## src/inc/dsaf_pkg.sv

```systemverilog
// Purpose: Constants for the diagnostic status and alarm flag bank.
// Assumes: Byte-wide management memory port, thresholds fixed at defaults.
// Notes:   Channel order is temp, supply, bias, tx power, rx power.
package dsaf_pkg;

  // Number of monitored channels
  localparam int DSAF_NCH = 5;

  // Channel indices
  localparam int DSAF_CH_TEMP  = 0;
  localparam int DSAF_CH_VCC   = 1;
  localparam int DSAF_CH_BIAS  = 2;
  localparam int DSAF_CH_TXPWR = 3;
  localparam int DSAF_CH_RXPWR = 4;

  // Byte offsets in the diagnostic page
  localparam logic [7:0] DSAF_CTRL_OFS = 8'h6E;
  localparam logic [7:0] DSAF_ALM0_OFS = 8'h70;
  localparam logic [7:0] DSAF_ALM1_OFS = 8'h71;
  localparam logic [7:0] DSAF_WRN0_OFS = 8'h74;
  localparam logic [7:0] DSAF_WRN1_OFS = 8'h75;

  // Field positions in the status/control byte
  localparam int DSAF_TXS_STATE_BIT = 7;
  localparam int DSAF_TXS_SOFT_BIT  = 6;
  localparam int DSAF_LOS_BIT       = 1;
  localparam int DSAF_NRDY_BIT      = 0;

  // Values after reset and for unmapped reads
  localparam logic             DSAF_SOFT_RST  = 1'b0;
  localparam logic [DSAF_NCH-1:0] DSAF_FLAG_RST = 5'h00;
  localparam logic [7:0]       DSAF_RDATA_RST = 8'h00;
  localparam logic [7:0]       DSAF_UNMAPPED  = 8'h00;

  // Temperature thresholds in whole degrees, one degree is 256 counts
  localparam int DSAF_TEMP_LSB_PER_DEG = 256;
  localparam int DSAF_TEMP_ALM_HI_DEG  = 110;
  localparam int DSAF_TEMP_ALM_LO_DEG  = -45;
  localparam int DSAF_TEMP_WRN_HI_DEG  = 95;
  localparam int DSAF_TEMP_WRN_LO_DEG  = -42;
  localparam logic [15:0] DSAF_TEMP_ALM_HI = 16'(DSAF_TEMP_ALM_HI_DEG * DSAF_TEMP_LSB_PER_DEG);
  localparam logic [15:0] DSAF_TEMP_ALM_LO = 16'(DSAF_TEMP_ALM_LO_DEG * DSAF_TEMP_LSB_PER_DEG);
  localparam logic [15:0] DSAF_TEMP_WRN_HI = 16'(DSAF_TEMP_WRN_HI_DEG * DSAF_TEMP_LSB_PER_DEG);
  localparam logic [15:0] DSAF_TEMP_WRN_LO = 16'(DSAF_TEMP_WRN_LO_DEG * DSAF_TEMP_LSB_PER_DEG);

  // Thresholds per channel in raw measurement counts
  // Supply 100 uV, bias 2 uA, optical power 0.1 uW per count
  localparam logic [15:0] DSAF_ALM_HI [DSAF_NCH] =
    '{DSAF_TEMP_ALM_HI, 16'h8CA0, 16'hEA60, 16'h03E8, 16'h03E8};
  localparam logic [15:0] DSAF_ALM_LO [DSAF_NCH] =
    '{DSAF_TEMP_ALM_LO, 16'h6D60, 16'h1388, 16'h0032, 16'h0005};
  localparam logic [15:0] DSAF_WRN_HI [DSAF_NCH] =
    '{DSAF_TEMP_WRN_HI, 16'h88B8, 16'hD6D8, 16'h0277, 16'h0277};
  localparam logic [15:0] DSAF_WRN_LO [DSAF_NCH] =
    '{DSAF_TEMP_WRN_LO, 16'h7530, 16'h1D4C, 16'h003F, 16'h0006};

endpackage

```

## src/logic/dsaf_top.sv

```systemverilog
// Purpose: Status/control byte and alarm/warning flag bytes of the monitor.
// Assumes: Register port is the decoded byte access of the management page.
// Notes:   Reads return data one cycle after the request, from a flop.

// Functional notes
// - Bit 7 reads transmit shutoff state
// - Bit 6 read/write, drives transmit shutoff
// - Bit 1 mirrors receive signal lost pin
// - Bit 0 low once data ready
// - Temperature alarms in byte 112 bits 7,6
// - Supply alarms in byte 112 bits 5,4
// - Bias alarms in byte 112 bits 3,2
// - Tx power alarms byte 112 bits 1,0
// - Rx power alarms byte 113, rest reserved
// - Temperature warnings byte 116 bits 7,6
// - Supply warnings byte 116 bits 5,4
// - Bias warnings byte 116 bits 3,2
// - Tx power warnings byte 116 bits 1,0
// - Rx power warnings byte 117, rest reserved
// - Default temperature limits 110,-45,95,-42 C
// - Temperature is signed, 1/256 degree steps
module dsaf_top (
  input  wire logic        ref_clk,             // System clock, 20 MHz
  input  wire logic        rst_b,               // Async reset, active low
  input  wire logic [15:0] temp_meas,           // Temperature, signed
  input  wire logic [15:0] vcc_meas,            // Supply voltage
  input  wire logic [15:0] bias_meas,           // Emitter bias current
  input  wire logic [15:0] txpwr_meas,          // Transmit power
  input  wire logic [15:0] rxpwr_meas,          // Receive power
  input  wire logic        meas_strobe,         // Measurements fresh
  input  wire logic        receive_signal_lost, // Loss of signal pin
  input  wire logic [7:0]  reg_addr,            // Byte offset
  input  wire logic        reg_wr,              // Write strobe
  input  wire logic [7:0]  reg_wdata,           // Write data
  input  wire logic        reg_rd,              // Read strobe
  output logic      [7:0]  reg_rdata,           // Read data
  output logic             reg_rvalid,          // Read data valid
  output logic             tx_shutoff           // Soft transmit shutoff
);

  // Measurements gathered by channel index
  logic [15:0] meas [dsaf_pkg::DSAF_NCH];

  // Raw comparison results per channel
  logic [dsaf_pkg::DSAF_NCH-1:0] alm_hi_c;  // Above high alarm
  logic [dsaf_pkg::DSAF_NCH-1:0] alm_lo_c;  // Below low alarm
  logic [dsaf_pkg::DSAF_NCH-1:0] wrn_hi_c;  // Above high warning
  logic [dsaf_pkg::DSAF_NCH-1:0] wrn_lo_c;  // Below low warning

  // Registered flags per channel
  logic [dsaf_pkg::DSAF_NCH-1:0] alm_hi_q;  // High alarm flags
  logic [dsaf_pkg::DSAF_NCH-1:0] alm_lo_q;  // Low alarm flags
  logic [dsaf_pkg::DSAF_NCH-1:0] wrn_hi_q;  // High warning flags
  logic [dsaf_pkg::DSAF_NCH-1:0] wrn_lo_q;  // Low warning flags

  // Assembled flag bytes as the host sees them
  logic [7:0] alm0_byte;   // Alarm byte, first four channels
  logic [7:0] alm1_byte;   // Alarm byte, receive power
  logic [7:0] wrn0_byte;   // Warning byte, first four channels
  logic [7:0] wrn1_byte;   // Warning byte, receive power
  logic [7:0] ctrl_byte;   // Status/control byte

  logic       soft_q;      // Soft transmit shutoff bit
  logic       nrdy;        // Data not yet valid, active low ready
  logic [7:0] rdata_d;     // Read mux output
  logic [7:0] rdata_q;     // Read data flop
  logic       rvalid_q;    // Read answer flag

  // Channel ordering of the measurement inputs
  assign meas[dsaf_pkg::DSAF_CH_TEMP]  = temp_meas;
  assign meas[dsaf_pkg::DSAF_CH_VCC]   = vcc_meas;
  assign meas[dsaf_pkg::DSAF_CH_BIAS]  = bias_meas;
  assign meas[dsaf_pkg::DSAF_CH_TXPWR] = txpwr_meas;
  assign meas[dsaf_pkg::DSAF_CH_RXPWR] = rxpwr_meas;

  // One alarm and one warning comparator pair per channel
  // Only temperature compares signed; the rest are unsigned counts
  for (genvar ch = 0; ch < dsaf_pkg::DSAF_NCH; ch++) begin : g_chan
    // Alarm limits
    dsaf_compare #(
      .IS_SIGNED (ch == dsaf_pkg::DSAF_CH_TEMP),
      .LIM_HI    (dsaf_pkg::DSAF_ALM_HI[ch]),
      .LIM_LO    (dsaf_pkg::DSAF_ALM_LO[ch])
    ) u_alm (
      .value    (meas[ch]),
      .over_hi  (alm_hi_c[ch]),
      .under_lo (alm_lo_c[ch])
    );
    // Warning limits
    dsaf_compare #(
      .IS_SIGNED (ch == dsaf_pkg::DSAF_CH_TEMP),
      .LIM_HI    (dsaf_pkg::DSAF_WRN_HI[ch]),
      .LIM_LO    (dsaf_pkg::DSAF_WRN_LO[ch])
    ) u_wrn (
      .value    (meas[ch]),
      .over_hi  (wrn_hi_c[ch]),
      .under_lo (wrn_lo_c[ch])
    );
  end

  // Flags follow the latest comparison; they are not sticky
  always_ff @(posedge ref_clk or negedge rst_b) begin
    if (!rst_b) begin
      alm_hi_q <= dsaf_pkg::DSAF_FLAG_RST;
      alm_lo_q <= dsaf_pkg::DSAF_FLAG_RST;
      wrn_hi_q <= dsaf_pkg::DSAF_FLAG_RST;
      wrn_lo_q <= dsaf_pkg::DSAF_FLAG_RST;
    end else if (meas_strobe) begin
      alm_hi_q <= alm_hi_c;
      alm_lo_q <= alm_lo_c;
      wrn_hi_q <= wrn_hi_c;
      wrn_lo_q <= wrn_lo_c;
    end
  end

  // Alarm bytes: high/low pairs, temperature in the top pair
  assign alm0_byte = {alm_hi_q[0], alm_lo_q[0],
                      alm_hi_q[1], alm_lo_q[1],
                      alm_hi_q[2], alm_lo_q[2],
                      alm_hi_q[3], alm_lo_q[3]};
  assign alm1_byte = {alm_hi_q[4], alm_lo_q[4], 6'h00};

  // Warning bytes in the same layout
  assign wrn0_byte = {wrn_hi_q[0], wrn_lo_q[0],
                      wrn_hi_q[1], wrn_lo_q[1],
                      wrn_hi_q[2], wrn_lo_q[2],
                      wrn_hi_q[3], wrn_lo_q[3]};
  assign wrn1_byte = {wrn_hi_q[4], wrn_lo_q[4], 6'h00};

  // Readiness tracker
  dsaf_ready u_ready (
    .ref_clk      (ref_clk),
    .rst_b        (rst_b),
    .meas_strobe  (meas_strobe),
    .data_valid_n (nrdy)
  );

  // Soft shutoff: only bit 6 of the control byte is writable
  always_ff @(posedge ref_clk or negedge rst_b) begin
    if (!rst_b) begin
      soft_q <= dsaf_pkg::DSAF_SOFT_RST;
    end else if (reg_wr && reg_addr == dsaf_pkg::DSAF_CTRL_OFS) begin
      soft_q <= reg_wdata[dsaf_pkg::DSAF_TXS_SOFT_BIT];
    end
  end

  // Shutoff output follows the soft bit directly
  assign tx_shutoff = soft_q;

  // Status/control byte; reserved bits 5..2 read zero
  always_comb begin
    ctrl_byte = 8'h00;
    ctrl_byte[dsaf_pkg::DSAF_TXS_STATE_BIT] = soft_q;
    ctrl_byte[dsaf_pkg::DSAF_TXS_SOFT_BIT]  = soft_q;
    ctrl_byte[dsaf_pkg::DSAF_LOS_BIT]       = receive_signal_lost;
    ctrl_byte[dsaf_pkg::DSAF_NRDY_BIT]      = nrdy;
  end

  // Read decode; unmapped offsets answer zero
  always_comb begin
    unique case (reg_addr)
      dsaf_pkg::DSAF_CTRL_OFS: rdata_d = ctrl_byte;
      dsaf_pkg::DSAF_ALM0_OFS: rdata_d = alm0_byte;
      dsaf_pkg::DSAF_ALM1_OFS: rdata_d = alm1_byte;
      dsaf_pkg::DSAF_WRN0_OFS: rdata_d = wrn0_byte;
      dsaf_pkg::DSAF_WRN1_OFS: rdata_d = wrn1_byte;
      default:                 rdata_d = dsaf_pkg::DSAF_UNMAPPED;
    endcase
  end

  // Read data captured on the request and held until the next one
  always_ff @(posedge ref_clk or negedge rst_b) begin
    if (!rst_b) begin
      rdata_q <= dsaf_pkg::DSAF_RDATA_RST;
    end else if (reg_rd) begin
      rdata_q <= rdata_d;
    end
  end

  // Answer flag is a one-cycle pulse after each read request
  always_ff @(posedge ref_clk or negedge rst_b) begin
    if (!rst_b) begin
      rvalid_q <= 1'b0;
    end else begin
      rvalid_q <= reg_rd;
    end
  end

  assign reg_rdata  = rdata_q;
  assign reg_rvalid = rvalid_q;
endmodule // dsaf_top

```

## src/logic/dsaf_compare.sv

```systemverilog
// Purpose: Window comparison of one measurement against high and low limits.
// Assumes: Limits are constants; signedness chosen per channel.
// Notes:   Purely combinational; the caller registers the results.
module dsaf_compare #(
  parameter bit          IS_SIGNED = 1'b0,    // Two's complement compare
  parameter logic [15:0] LIM_HI    = 16'h0000, // High limit
  parameter logic [15:0] LIM_LO    = 16'h0000  // Low limit
) (
  input  wire logic [15:0] value,    // Measurement
  output logic             over_hi,  // Above high limit
  output logic             under_lo  // Below low limit
);

  // Strict comparisons in the chosen number format
  always_comb begin
    if (IS_SIGNED) begin
      over_hi  = $signed(value) > $signed(LIM_HI);
      under_lo = $signed(value) < $signed(LIM_LO);
    end else begin
      over_hi  = value > LIM_HI;
      under_lo = value < LIM_LO;
    end
  end

endmodule // dsaf_compare

```

## src/logic/dsaf_ready.sv

```systemverilog
// Purpose: Tracks whether measurement data has become valid since reset.
// Assumes: meas_strobe pulses once per fresh set of measurements.
// Notes:   Output is active low, as the host sees it.
module dsaf_ready (
  input  wire logic ref_clk,       // System clock
  input  wire logic rst_b,         // Async reset, active low
  input  wire logic meas_strobe,   // New measurement set
  output logic      data_valid_n   // Low once data is ready
);

  logic seen_q; // First measurement captured

  // Set on the first measurement and held until reset
  always_ff @(posedge ref_clk or negedge rst_b) begin
    if (!rst_b) begin
      seen_q <= 1'b0;
    end else if (meas_strobe) begin
      seen_q <= 1'b1;
    end
  end

  // Active low view of readiness
  assign data_valid_n = ~seen_q;

endmodule // dsaf_ready

```

## config.mk

```make
export PLATFORM = sky130hd
export DESIGN_NAME = dsaf_top
export DESIGN_NICKNAME = d
export VERILOG_FILES = /design/src/inc/dsaf_pkg.sv /design/src/logic/dsaf_top.sv /design/src/logic/dsaf_compare.sv /design/src/logic/dsaf_ready.sv
export SDC_FILE = /design/constraint.sdc
export NUM_CORES = 1
export LEC_CHECK = 0
export ABC_AREA = 1
export BUFFER_PORTS_ARGS = -buffer_cell sky130_fd_sc_hd__clkbuf_2
export CORE_ASPECT_RATIO = 0.8
export CORE_MARGIN = 2
export CORE_UTILIZATION = 42
export DETAILED_ROUTE_END_ITERATION = 16
export PLACE_DENSITY = 0.77
export SYNTH_ARGS = -nofsm -noshare
export SYNTH_HDL_FRONTEND = slang
export SYNTH_SLANG_ARGS = --single-unit
```

## constraint.sdc

```tcl
create_clock -name ref_clk -period 0.8 [get_ports ref_clk]
set_input_delay 0 -clock ref_clk [delete_from_list [all_inputs] [get_ports ref_clk]]
set_output_delay 0 -clock ref_clk [all_outputs]
set_load 0.05 [all_outputs]
```

Word-level counts from Yosys, hierarchy flattened. Index checks and enable logic that the tools add are counted.

Register bits after elaboration: 31. Latch bits: 0. Memory bits (writable): 0. Memory bits (read-only): 0. Input bits: 102. Output and inout port bits: 10. Word-level logic and storage cells: 36. Memories kept: 0.

$add $sub $neg: 0. Multiply operators: 0. Divide/modulo/power cells: 0. Order comparisons: 20. Equal/unequal tests: 5. Shift-type cells: 0. Muxes and demuxes: 1. Bitwise gates (word level): 1. Reductions and logical operators: 1.

Operators by type and width (count): 16-bit > comparator, second input constant (6); 16-bit by 10-bit > comparator with 1-bit output, second input constant (4); 16-bit by 15-bit < comparator with 1-bit output, second input constant (4); 8-bit by 7-bit equality test with 1-bit output, second input constant (5); 8-bit one-hot mux with 5 select lines (1); 16-bit by 13-bit < comparator with 1-bit output, second input constant (2); 16-bit by 3-bit < comparator with 1-bit output, second input constant (2); 16-bit by 6-bit < comparator with 1-bit output, second input constant (2); 1-bit logical AND (1); 1-bit inverter (1).

Longest topological paths before layout. Gate-level depths: netlist of the first run.

Word-level depth: 2. Mapped depth: 8. Depth with buffers taken out: 8.

Modules after synthesis. From an unflattened synthesis of the first run, not the netlist that was laid out.

Cell total of the unflattened synthesis: 521. Area, all modules: 3004.1 µm².

Modules (own cells, without submodules): dsaf_top (times used 1, cells each 152, area an instance 1476.4 µm², seq. area each 750.7 µm²); dsaf_compare at g_chan[1].u_wrn (times used 1, cells each 55, area an instance 229.0 µm², seq. area each 0.0 µm²); dsaf_compare at g_chan[1].u_alm (times used 1, cells each 47, area an instance 193.9 µm², seq. area each 0.0 µm²); dsaf_compare at g_chan[2].u_wrn (times used 1, cells each 38, area an instance 172.7 µm², seq. area each 0.0 µm²); dsaf_compare at g_chan[2].u_alm (times used 1, cells each 43, area an instance 171.4 µm², seq. area each 0.0 µm²); dsaf_compare at g_chan[0].u_alm (times used 1, cells each 43, area an instance 166.4 µm², seq. area each 0.0 µm²); dsaf_compare at g_chan[4].u_alm (times used 1, cells each 32, area an instance 130.1 µm², seq. area each 0.0 µm²); dsaf_compare at g_chan[3].u_alm (times used 1, cells each 29, area an instance 116.4 µm², seq. area each 0.0 µm²); dsaf_compare at g_chan[0].u_wrn (times used 1, cells each 29, area an instance 112.6 µm², seq. area each 0.0 µm²); dsaf_compare at g_chan[4].u_wrn (times used 1, cells each 29, area an instance 111.4 µm², seq. area each 0.0 µm²); dsaf_compare at g_chan[3].u_wrn (times used 1, cells each 20, area an instance 85.1 µm², seq. area each 0.0 µm²); dsaf_ready (times used 1, cells each 4, area an instance 38.8 µm², seq. area each 25.0 µm²).

Worst setup path before layout of the first run. Ideal clock, no wire load.

Path type: reg2reg. Start: reg soft_q (netlist: tx_shutoff). End: reg rdata_q[7] (netlist: reg_rdata[7]). Setup time: 121 ps. Data arrival time: 964 ps. Required time: 679 ps. Slack: -285 ps. Cell stages (with the launch flop): 5. Path buffers: 0. Period minus slack after synthesis: 1085 ps. Path through: dfrtp_1 -> nand3_1 -> nand3_1 -> o21bai_1 -> nand2_1.

Longest elaborated chain between the ends: 1.

Ends and longest elaborated chain: start, declared (RTL line dsaf_top.sv:63) `logic soft_q;`; start signal, assigned (RTL line dsaf_top.sv:141) `soft_q <= dsaf_pkg::DSAF_SOFT_RST;`; start signal, assigned (RTL line dsaf_top.sv:143) `soft_q <= reg_wdata[dsaf_pkg::DSAF_TXS_SOFT_BIT];`; 8-bit one-hot mux with 5 select lines (RTL line dsaf_top.sv:161) `unique case (reg_addr)`; end signal, assigned (RTL line dsaf_top.sv:174) `rdata_q <= dsaf_pkg::DSAF_RDATA_RST;`; end signal, assigned (RTL line dsaf_top.sv:176) `rdata_q <= rdata_d;`; end, declared (RTL line dsaf_top.sv:66) `logic [7:0] rdata_q;`.

Every way passes these cells. A chain may end at the register's enable or synchronous reset.

Worst setup path after layout of the first run.
Start: reg soft_q (netlist: tx_shutoff). End: out tx_shutoff.

RTL lines: end, declared (RTL line dsaf_top.sv:38) `output logic tx_shutoff`.

No word-level cell between the ends.

==> qor_table.md, run 1 <==
| Parameter | Reported |
|---|---|
| Post-route worst hold slack | 15.13 ps |
| Residual DRC | 0 |
| R2R cell count | 5 |
| Highest-count cells in the layout ignoring fill and taps | sky130_fd_sc_hd__nand2_1, sky130_fd_sc_hd__clkbuf_2, sky130_fd_sc_hd__nor2_1, sky130_fd_sc_hd__nand3_1, sky130_fd_sc_hd__inv_1 |
| Number of synthesized register bits | 31 |
| Crit start category | flip-flop |
| Largest net degree at the start of global routing | 32 |
| Setup crit end kind | primary output |
| Cell at the root of the clock tree | sky130_fd_sc_hd__clkbuf_8 |
| Unrepaired setup endpoints after global routing | yes |
| Initial core utilization | 0.4285 |
| Longest Clk Path Bufs | 2 |
| Starting DRT DRC Count | 136 |
| Insertion delay of the later-clocked pin in the worst-skew pair | 280 ps |
| Instance count after placement with tap cells included | 552 |
| Post-synthesis to final-layout area growth | 48.89% |
| Number of nets still failing antenna checks after routing | 0 |
| Chip Height | 70.24 um |
| Final-report hold violation count | 0 |
| Number of antenna violations at the first check in global routing | 0 |
| Outcome | complete, but fails checks |
| Req. time, crit path | 800 ps |
| Area share of the leading cell type in the synthesized netlist | 0.3368 |
| Vias per cell | 4.914 |
| Last weighted congestion value of the routability-driven placer | 0.8336 |
| Leading area contributor after synthesis | sky130_fd_sc_hd__dfrtp_1 |
| Level count of the clock H-tree | 2 |
| Start-to-end type of the worst setup path | reg -> out |
| Final Net Count | 606 |
| Max VDD drop | 0.6162 mV |
| Via count | 2801 |
| Power density of the placed cells | 1140 mW/mm2 |
| Violations in the final reports | setup timing |
| First-pass GRT wire length | 10910 um |
| Synth Warn # | 0 |
| Fill cell instance count of the final layout | 478 |
| Finish-stage setup viols | 13 |
| Final Util | 0.6380 |
| Final WL | 6450 um |
| Period utilisation layout | 1.228 |
| Setup TNS | -925.8 ps |
| Arrival time at the worst endpoint | 980 ps |
| Standard cell core area | 0.005375 mm2 |
| Clk_skew | 5.088 ps |
| Type of the most critical hold path | in -> reg |
| Sequential Area | 784.5 um2 |
| Number of cell rows | 24 |
| Fraction of registers with async set or reset after synthesis | 1.000 |
| Max-cap viol count | 0 |
| Hold Path Depth | 4 |
| CTS buffer count | 5 |
| Die extent in x | 86.80 um |
| Leftover overflow at the end of global routing | 0 |
| CTS tree | built |
| Final period demand of the worst path | 982.1 ps |
| Worst-path clk slew | 60 ps |
| Full die area | 0.006097 mm2 |
| EDFF count, synth | 0 |
| Worst slack, placed | -106.4 ps |
| Min setup slack post-route | -182.1 ps |
| Count of input and output buffers | 104 |
| Number of detailed-routing iterations run before antenna repair | 4 |
| Part of the Yosys area used for sequential elements | 0.3368 |
| Unique cell type count in the Yosys netlist | 29 |
| Largest cells by area after synthesis | sky130_fd_sc_hd__dfrtp_1, sky130_fd_sc_hd__nand2_1, sky130_fd_sc_hd__nand3_1, sky130_fd_sc_hd__nor2_1, sky130_fd_sc_hd__inv_1 |
| I/O pin count | 112 |
| Upper clock frequency limit | 1018 MHz |
| Final max-slew violation count | 0 |
| Multi-input gate area | 0.001391 mm2 |
| Non-Filler Instances | 570 |
| Synthesized area divided by synthesized cell count | 6.328 um2 |
| Combined area of all synthesized cells | 0.002303 mm2 |
| Count of antenna diodes in the layout | 0 |
| Number of global-route vias before repair | 2591 |
| Placement Cell Area | 0.003088 mm2 |
| Leakage power of the design | 1.896 nW |
| Most frequently used flop master after synthesis | sky130_fd_sc_hd__dfrtp_1 |
| Post-Syn Instances | 364 |
| Actual slew at the worst max-slew pin | 371.7 ps |
| Overall power consumption | 3.911 mW |
| Tightest slew margin relative to the limit | 0.7499 |
| Post-route standard cell area excluding fillers | 0.003430 mm2 |
| Synthesized Nets | 466 |
| Number of clock sinks | 31 |
| Average wire per standard cell | 11.32 um |
| Largest fanout on the critical path | 2 |
| GR Util All Layers | 0.2208 |
| Most common library cell in the layout ignoring fill and taps | sky130_fd_sc_hd__nand2_1 |
| Half-perimeter wire length after placement | 5250 um |
| Fraction of final layout cells with drive strength greater than 1 | 0.3485 |
==> report_power, final <==
| part | switching [mW] | internal (mW) | total (mW) |
|---|---|---|---|
| registers | 0.0417 | 1.63 | 1.67 |
| clock network | 0.547 | 0.784 | 1.33 |
| logic | 0.494 | 0.419 | 0.913 |
==> per-layer routing <==
| metal | share of wire | track usage | up-vias | wire length, um |
|---|---|---|---|---|
| li1 | - | - | 1480 | - |
| met1 | 0.46 | 0.2930 | 1230 | 2950 |
| met2 | 0.48 | 0.3664 | 84 | 3106 |
| met3 | 0.052 | 0.04846 | 7 | 335 |
| met4 | 0.0090 | 0.05035 | 0 | 58 |
| met5 | 0 | 0 | - | 0 |
==> layout make-up <==
type	instances	area share
multi-input combinational	290	0.4057
timing repair buffer	137	0.2700
sequential	31	0.2287
inverter	39	0.04269
clock buffer	8	0.02919
tap	65	0.02371
==> registers in the layout (all words and copies together) (netlist names) <==
name,cells
alm_hi_q,5
wrn_hi_q,5
alm_lo_q,5
wrn_lo_q,5
reg_rvalid,1
tx_shutoff,1
u_ready.seen_q,1
reg_rdata,8
==> cell usage after synthesis (all sizes together) (2+ instances only) <==
cell    instances
nand3          43
a31oi           5
a21oi           9
buf             3
o21bai          2
nor2           51
o21ai          13
nand4          12
nor3           14
inv            39
nand2         129
o211ai          5
nor4            2
or2             2
dfrtp          31
==> cells by family after synthesis <==
logic type	after synthesis	synth area share
and+or+nand+nor	255	0.4976
DFF	31	0.3368
AOI/OAI and AO/OA	35	0.08962
buffers and inverters	43	0.07605
==> repair_timing <==
action | 4_1_cts | 5_1_grt
setup buffers | 1 | 4
resized for setup | 25 | 15
pin swaps | 0 | 18
hold endpoints to repair | 35 | 1
hold buffers | 6 | 1
setup endpoints to repair | 12 | 21
==> path summary, 6_finish.rpt <==
kind	start	to	slack, ps
setup / recovery	tx_shutoff$_DFFE_PN0P_	tx_shutoff	-180
setup reg to reg	tx_shutoff$_DFFE_PN0P_	reg_rdata[7]$_DFFE_PN0P_	-180
hold reg to reg	wrn_lo_q[4]$_DFFE_PN0P_	wrn_lo_q[4]$_DFFE_PN0P_	480
max in group asynchronous	rst_b	reg_rdata[1]$_DFFE_PN0P_	420
min in group asynchronous	rst_b	reg_rvalid$_DFF_PN0_	200
hold / removal	rxpwr_meas[8]	wrn_lo_q[4]$_DFFE_PN0P_	20
==> worst max-delay path: stages (launching register included) <==
cell                        delay [ps]
sky130_fd_sc_hd__dfrtp_2           420
sky130_fd_sc_hd__buf_6             130
sky130_fd_sc_hd__clkbuf_16         160
Power figures use the tool's default switching activity.
==> run 2: changes to the inputs <==
--- a/config.mk
+++ b/config.mk
@@ -5,13 +5,13 @@
 export SDC_FILE = /design/constraint.sdc
 export NUM_CORES = 1
 export LEC_CHECK = 0
-export ABC_AREA = 1
 export BUFFER_PORTS_ARGS = -buffer_cell sky130_fd_sc_hd__clkbuf_2
 export CORE_ASPECT_RATIO = 0.8
 export CORE_MARGIN = 2
-export CORE_UTILIZATION = 42
+export CORE_UTILIZATION = 39
 export DETAILED_ROUTE_END_ITERATION = 16
-export PLACE_DENSITY = 0.77
+export HOLD_SLACK_MARGIN = 0.02
+export PLACE_DENSITY = 0.76
 export SYNTH_ARGS = -nofsm -noshare
 export SYNTH_HDL_FRONTEND = slang
 export SYNTH_SLANG_ARGS = --single-unit
==> qor_table.md, run 2 <==
| Parameter | Reported |
|---|---|
| Post-route worst hold slack | 34.73 ps |
| Post-synthesis to final-layout area growth | 73.68% |
| Worst slack, placed | -683.6 ps |
| Largest net degree at the start of global routing | 32 |
| Tightest slew margin relative to the limit | 0.7610 |
| Most frequently used cell type in the post-synthesis netlist | sky130_fd_sc_hd__dfrtp_1 |
| CTS buffer count | 5 |
| Area share of the leading cell type in the synthesized netlist | 0.4079 |
| Synthesized area divided by synthesized cell count | 8.846 um2 |
| Min setup slack post-route | -459.0 ps |
| Setup crit end kind | flip-flop |
| Final period demand of the worst path | 1259 ps |
| First-pass GRT wire length | 9549 um |
| Unrepaired setup endpoints after global routing | yes |
| Max VDD drop | 0.8142 mV |
| Synth Warn # | 0 |
| Fill cell instance count of the final layout | 357 |
| Start-to-end type of the worst setup path | reg -> reg |
| Cell at the root of the clock tree | sky130_fd_sc_hd__clkbuf_8 |
| Half-perimeter wire length after placement | 4574 um |
| Insertion delay of the later-clocked pin in the worst-skew pair | 280 ps |
| EDFF count, synth | 0 |
| Leakage power of the design | 1.590 nW |
| Number of nets still failing antenna checks after routing | 0 |
| Outcome | complete, but fails checks |
| Number of cell rows | 22 |
| Worst-path clk slew | 60 ps |
| Max FFs per register | 8 |
| Average wire per standard cell | 13.42 um |
| M1 GR Usage | 0.2762 |
| Clk_skew | 3.275 ps |
| Number of global-route vias before repair | 2253 |
| Global routing's busiest layer | met2 |
| Longest Clk Path Bufs | 2 |
| Upper clock frequency limit | 794.3 MHz |
| Actual slew at the worst max-slew pin | 355.2 ps |
| Final-report hold violation count | 0 |
| Count of antenna diodes in the layout | 0 |
| Final Util | 0.7101 |
| Most common library cell in the layout ignoring fill and taps | sky130_fd_sc_hd__clkbuf_2 |
| Post-Syn Instances | 215 |
| Unique cell type count in the Yosys netlist | 50 |
| Global routing usage on met3 | 0.03794 |
| Initial core utilization | 0.4088 |
| Number of synthesized register bits | 31 |
| Most frequently used flop master after synthesis | sky130_fd_sc_hd__dfrtp_1 |
| Full die area | 0.005455 mm2 |
| Number of detailed-routing iterations run before antenna repair | 4 |
| Most frequent cells after synthesis | sky130_fd_sc_hd__dfrtp_1, sky130_fd_sc_hd__nor2_1, sky130_fd_sc_hd__a21oi_1, sky130_fd_sc_hd__nand2_1, sky130_fd_sc_hd__inv_1 |
| Synthesized Nets | 317 |
| Final WL | 5918 um |
| Placement Cell Area | 0.002913 mm2 |
| Routing usage on met2 | 0.4065 |
| Leftover overflow at the end of global routing | 0 |
| Number of clock sinks | 31 |
| Type of the most critical hold path | in -> reg |
| Combined area of all synthesized cells | 0.001902 mm2 |
| Vias per cell | 5.324 |
| Residual DRC | 0 |
| Fraction of registers with async set or reset after synthesis | 1.000 |
| Arrival time at the worst endpoint | 1430 ps |
| Largest fanout on the critical path | 2 |
| Max-cap viol count | 0 |
| CTS tree | built |
| Starting DRT DRC Count | 126 |
| Leading area contributor after synthesis | sky130_fd_sc_hd__dfrtp_1 |
| Overall power consumption | 3.845 mW |
| Crit start category | flip-flop |
| Standard cell core area | 0.004652 mm2 |
| Level count of the clock H-tree | 2 |
| Req. time, crit path | 970 ps |
| Last weighted congestion value of the routability-driven placer | 0.9152 |
| Post-route standard cell area excluding fillers | 0.003303 mm2 |
| Period utilisation layout | 1.574 |
| I/O pin count | 112 |
| Part of the Yosys area used for sequential elements | 0.4079 |
| Fraction of final layout cells with drive strength greater than 1 | 0.5144 |
| Number of antenna violations at the first check in global routing | 0 |
| Highest-count cells in the layout ignoring fill and taps | sky130_fd_sc_hd__clkbuf_2, sky130_fd_sc_hd__buf_4, sky130_fd_sc_hd__dfrtp_1, sky130_fd_sc_hd__nor2_1, sky130_fd_sc_hd__nand2_1 |
| Largest cells by area after synthesis | sky130_fd_sc_hd__dfrtp_1, sky130_fd_sc_hd__a21oi_1, sky130_fd_sc_hd__nor2_1, sky130_fd_sc_hd__o2bb2ai_1, sky130_fd_sc_hd__nor4_1 |
| Final Net Count | 482 |
| Power density of the placed cells | 1164 mW/mm2 |
| GR Util All Layers | 0.2261 |
| Count of input and output buffers | 104 |
| Final max-slew violation count | 0 |
| Violations in the final reports | setup timing |
| Via count | 2348 |
| Finish-stage setup viols | 15 |
| Chip Height | 66.46 um |
| Die extent in x | 82.08 um |
-- run 2: cell types whose count changed in the layout (fill, tap and decap cells not counted), moves of 7 or more --
cell	previous run	this run
sky130_fd_sc_hd__nand2_1	125	14
sky130_fd_sc_hd__buf_4	23	49
sky130_fd_sc_hd__nand3_1	35	9
sky130_fd_sc_hd__inv_1	32	9
sky130_fd_sc_hd__nor2_1	43	20
sky130_fd_sc_hd__nor3_1	14	2
sky130_fd_sc_hd__nand3_2	7	0
sky130_fd_sc_hd__nand4_1	12	5
sky130_fd_sc_hd__o2bb2ai_1	0	7
-- run 2: report_power, final --
part	total (mW)	internal, mW	switching, mW
Sequential	1.67	1.63	0.0416
Combinational	1.01	0.535	0.472
Clock	1.16	0.609	0.555
Total	3.84	2.78	1.07
-- run 2: what timing repair did --
| item | 4_1_cts | 5_1_grt |
|---|---|---|
| hold buffers | 6 | 0 |
| hold endpoints to repair | 37 | 0 |
| setup buffers | 3 | 3 |
| endpoints found under the setup margin | 16 | 22 |
| gates resized for setup | 24 | 27 |
| pin swaps | 4 | 2 |
-- run 2: logic make-up after synthesis --
kind of cell           count (synthesis)  share of synthesized area
muxes                                  7                    0.04474
AOI/OAI and AO/OA                     76                     0.2750
DFF                                   31                     0.4079
and+or+nand+nor                       84                     0.2382
buffers and inverters                 17                    0.03420
-- run 2: critical path, cell delays in order, from the launching register on --
cell	delay [ps]
sky130_fd_sc_hd__dfrtp_1	380
sky130_fd_sc_hd__mux2_4	260
sky130_fd_sc_hd__a22o_1	190
sky130_fd_sc_hd__a221oi_2	230
sky130_fd_sc_hd__o21ai_1	80
-- run 2: final cells by class --
type	count	area, um2	area share
flip-flops and latches	31	779.5	0.2360
inverters	12	45.04	0.01364
well taps	60	75.07	0.02273
clock inverters	1	5.005	0.001515
clock buffers	7	76.32	0.02311
repair buffers	163	1127	0.3413
multi-input cells	167	1195	0.3617
-- run 2: stage by stage --
| step | cells | TNS [ps] |
|---|---|---|
| after detailed placement | 421 | -5847 |
| after global routing | 441 | -2345 |
| after global placement | 421 | -5374 |
| after floorplan | 215 | -2491 |
| final | 441 | -1842 |
| after CTS | 438 | -1892 |
-- run 2: path summary, 6_finish.rpt --
path,cells after the start,slack [ps],startpoint,endpoint
worst min register to register,2,450,u_ready.seen_q$_DFFE_PN0P_,u_ready.seen_q$_DFFE_PN0P_
max in group asynchronous,3,400,rst_b,reg_rdata[0]$_DFFE_PN0P_
worst max register to register,4,-460,alm_hi_q[4]$_DFFE_PN0P_,reg_rdata[7]$_DFFE_PN0P_
min in group asynchronous,3,220,rst_b,alm_hi_q[3]$_DFFE_PN0P_
worst min-delay path,3,30,rxpwr_meas[5],alm_hi_q[4]$_DFFE_PN0P_
worst max-delay path,4,-460,alm_hi_q[4]$_DFFE_PN0P_,reg_rdata[7]$_DFFE_PN0P_
-- run 2: metal layers --
metal	up-vias	share of wire	wire length, um
met4	0	0.015	86
met1	1096	0.42	2490
met2	72	0.52	3064
met5	-	0	0
li1	1169	-	-
met3	11	0.047	276
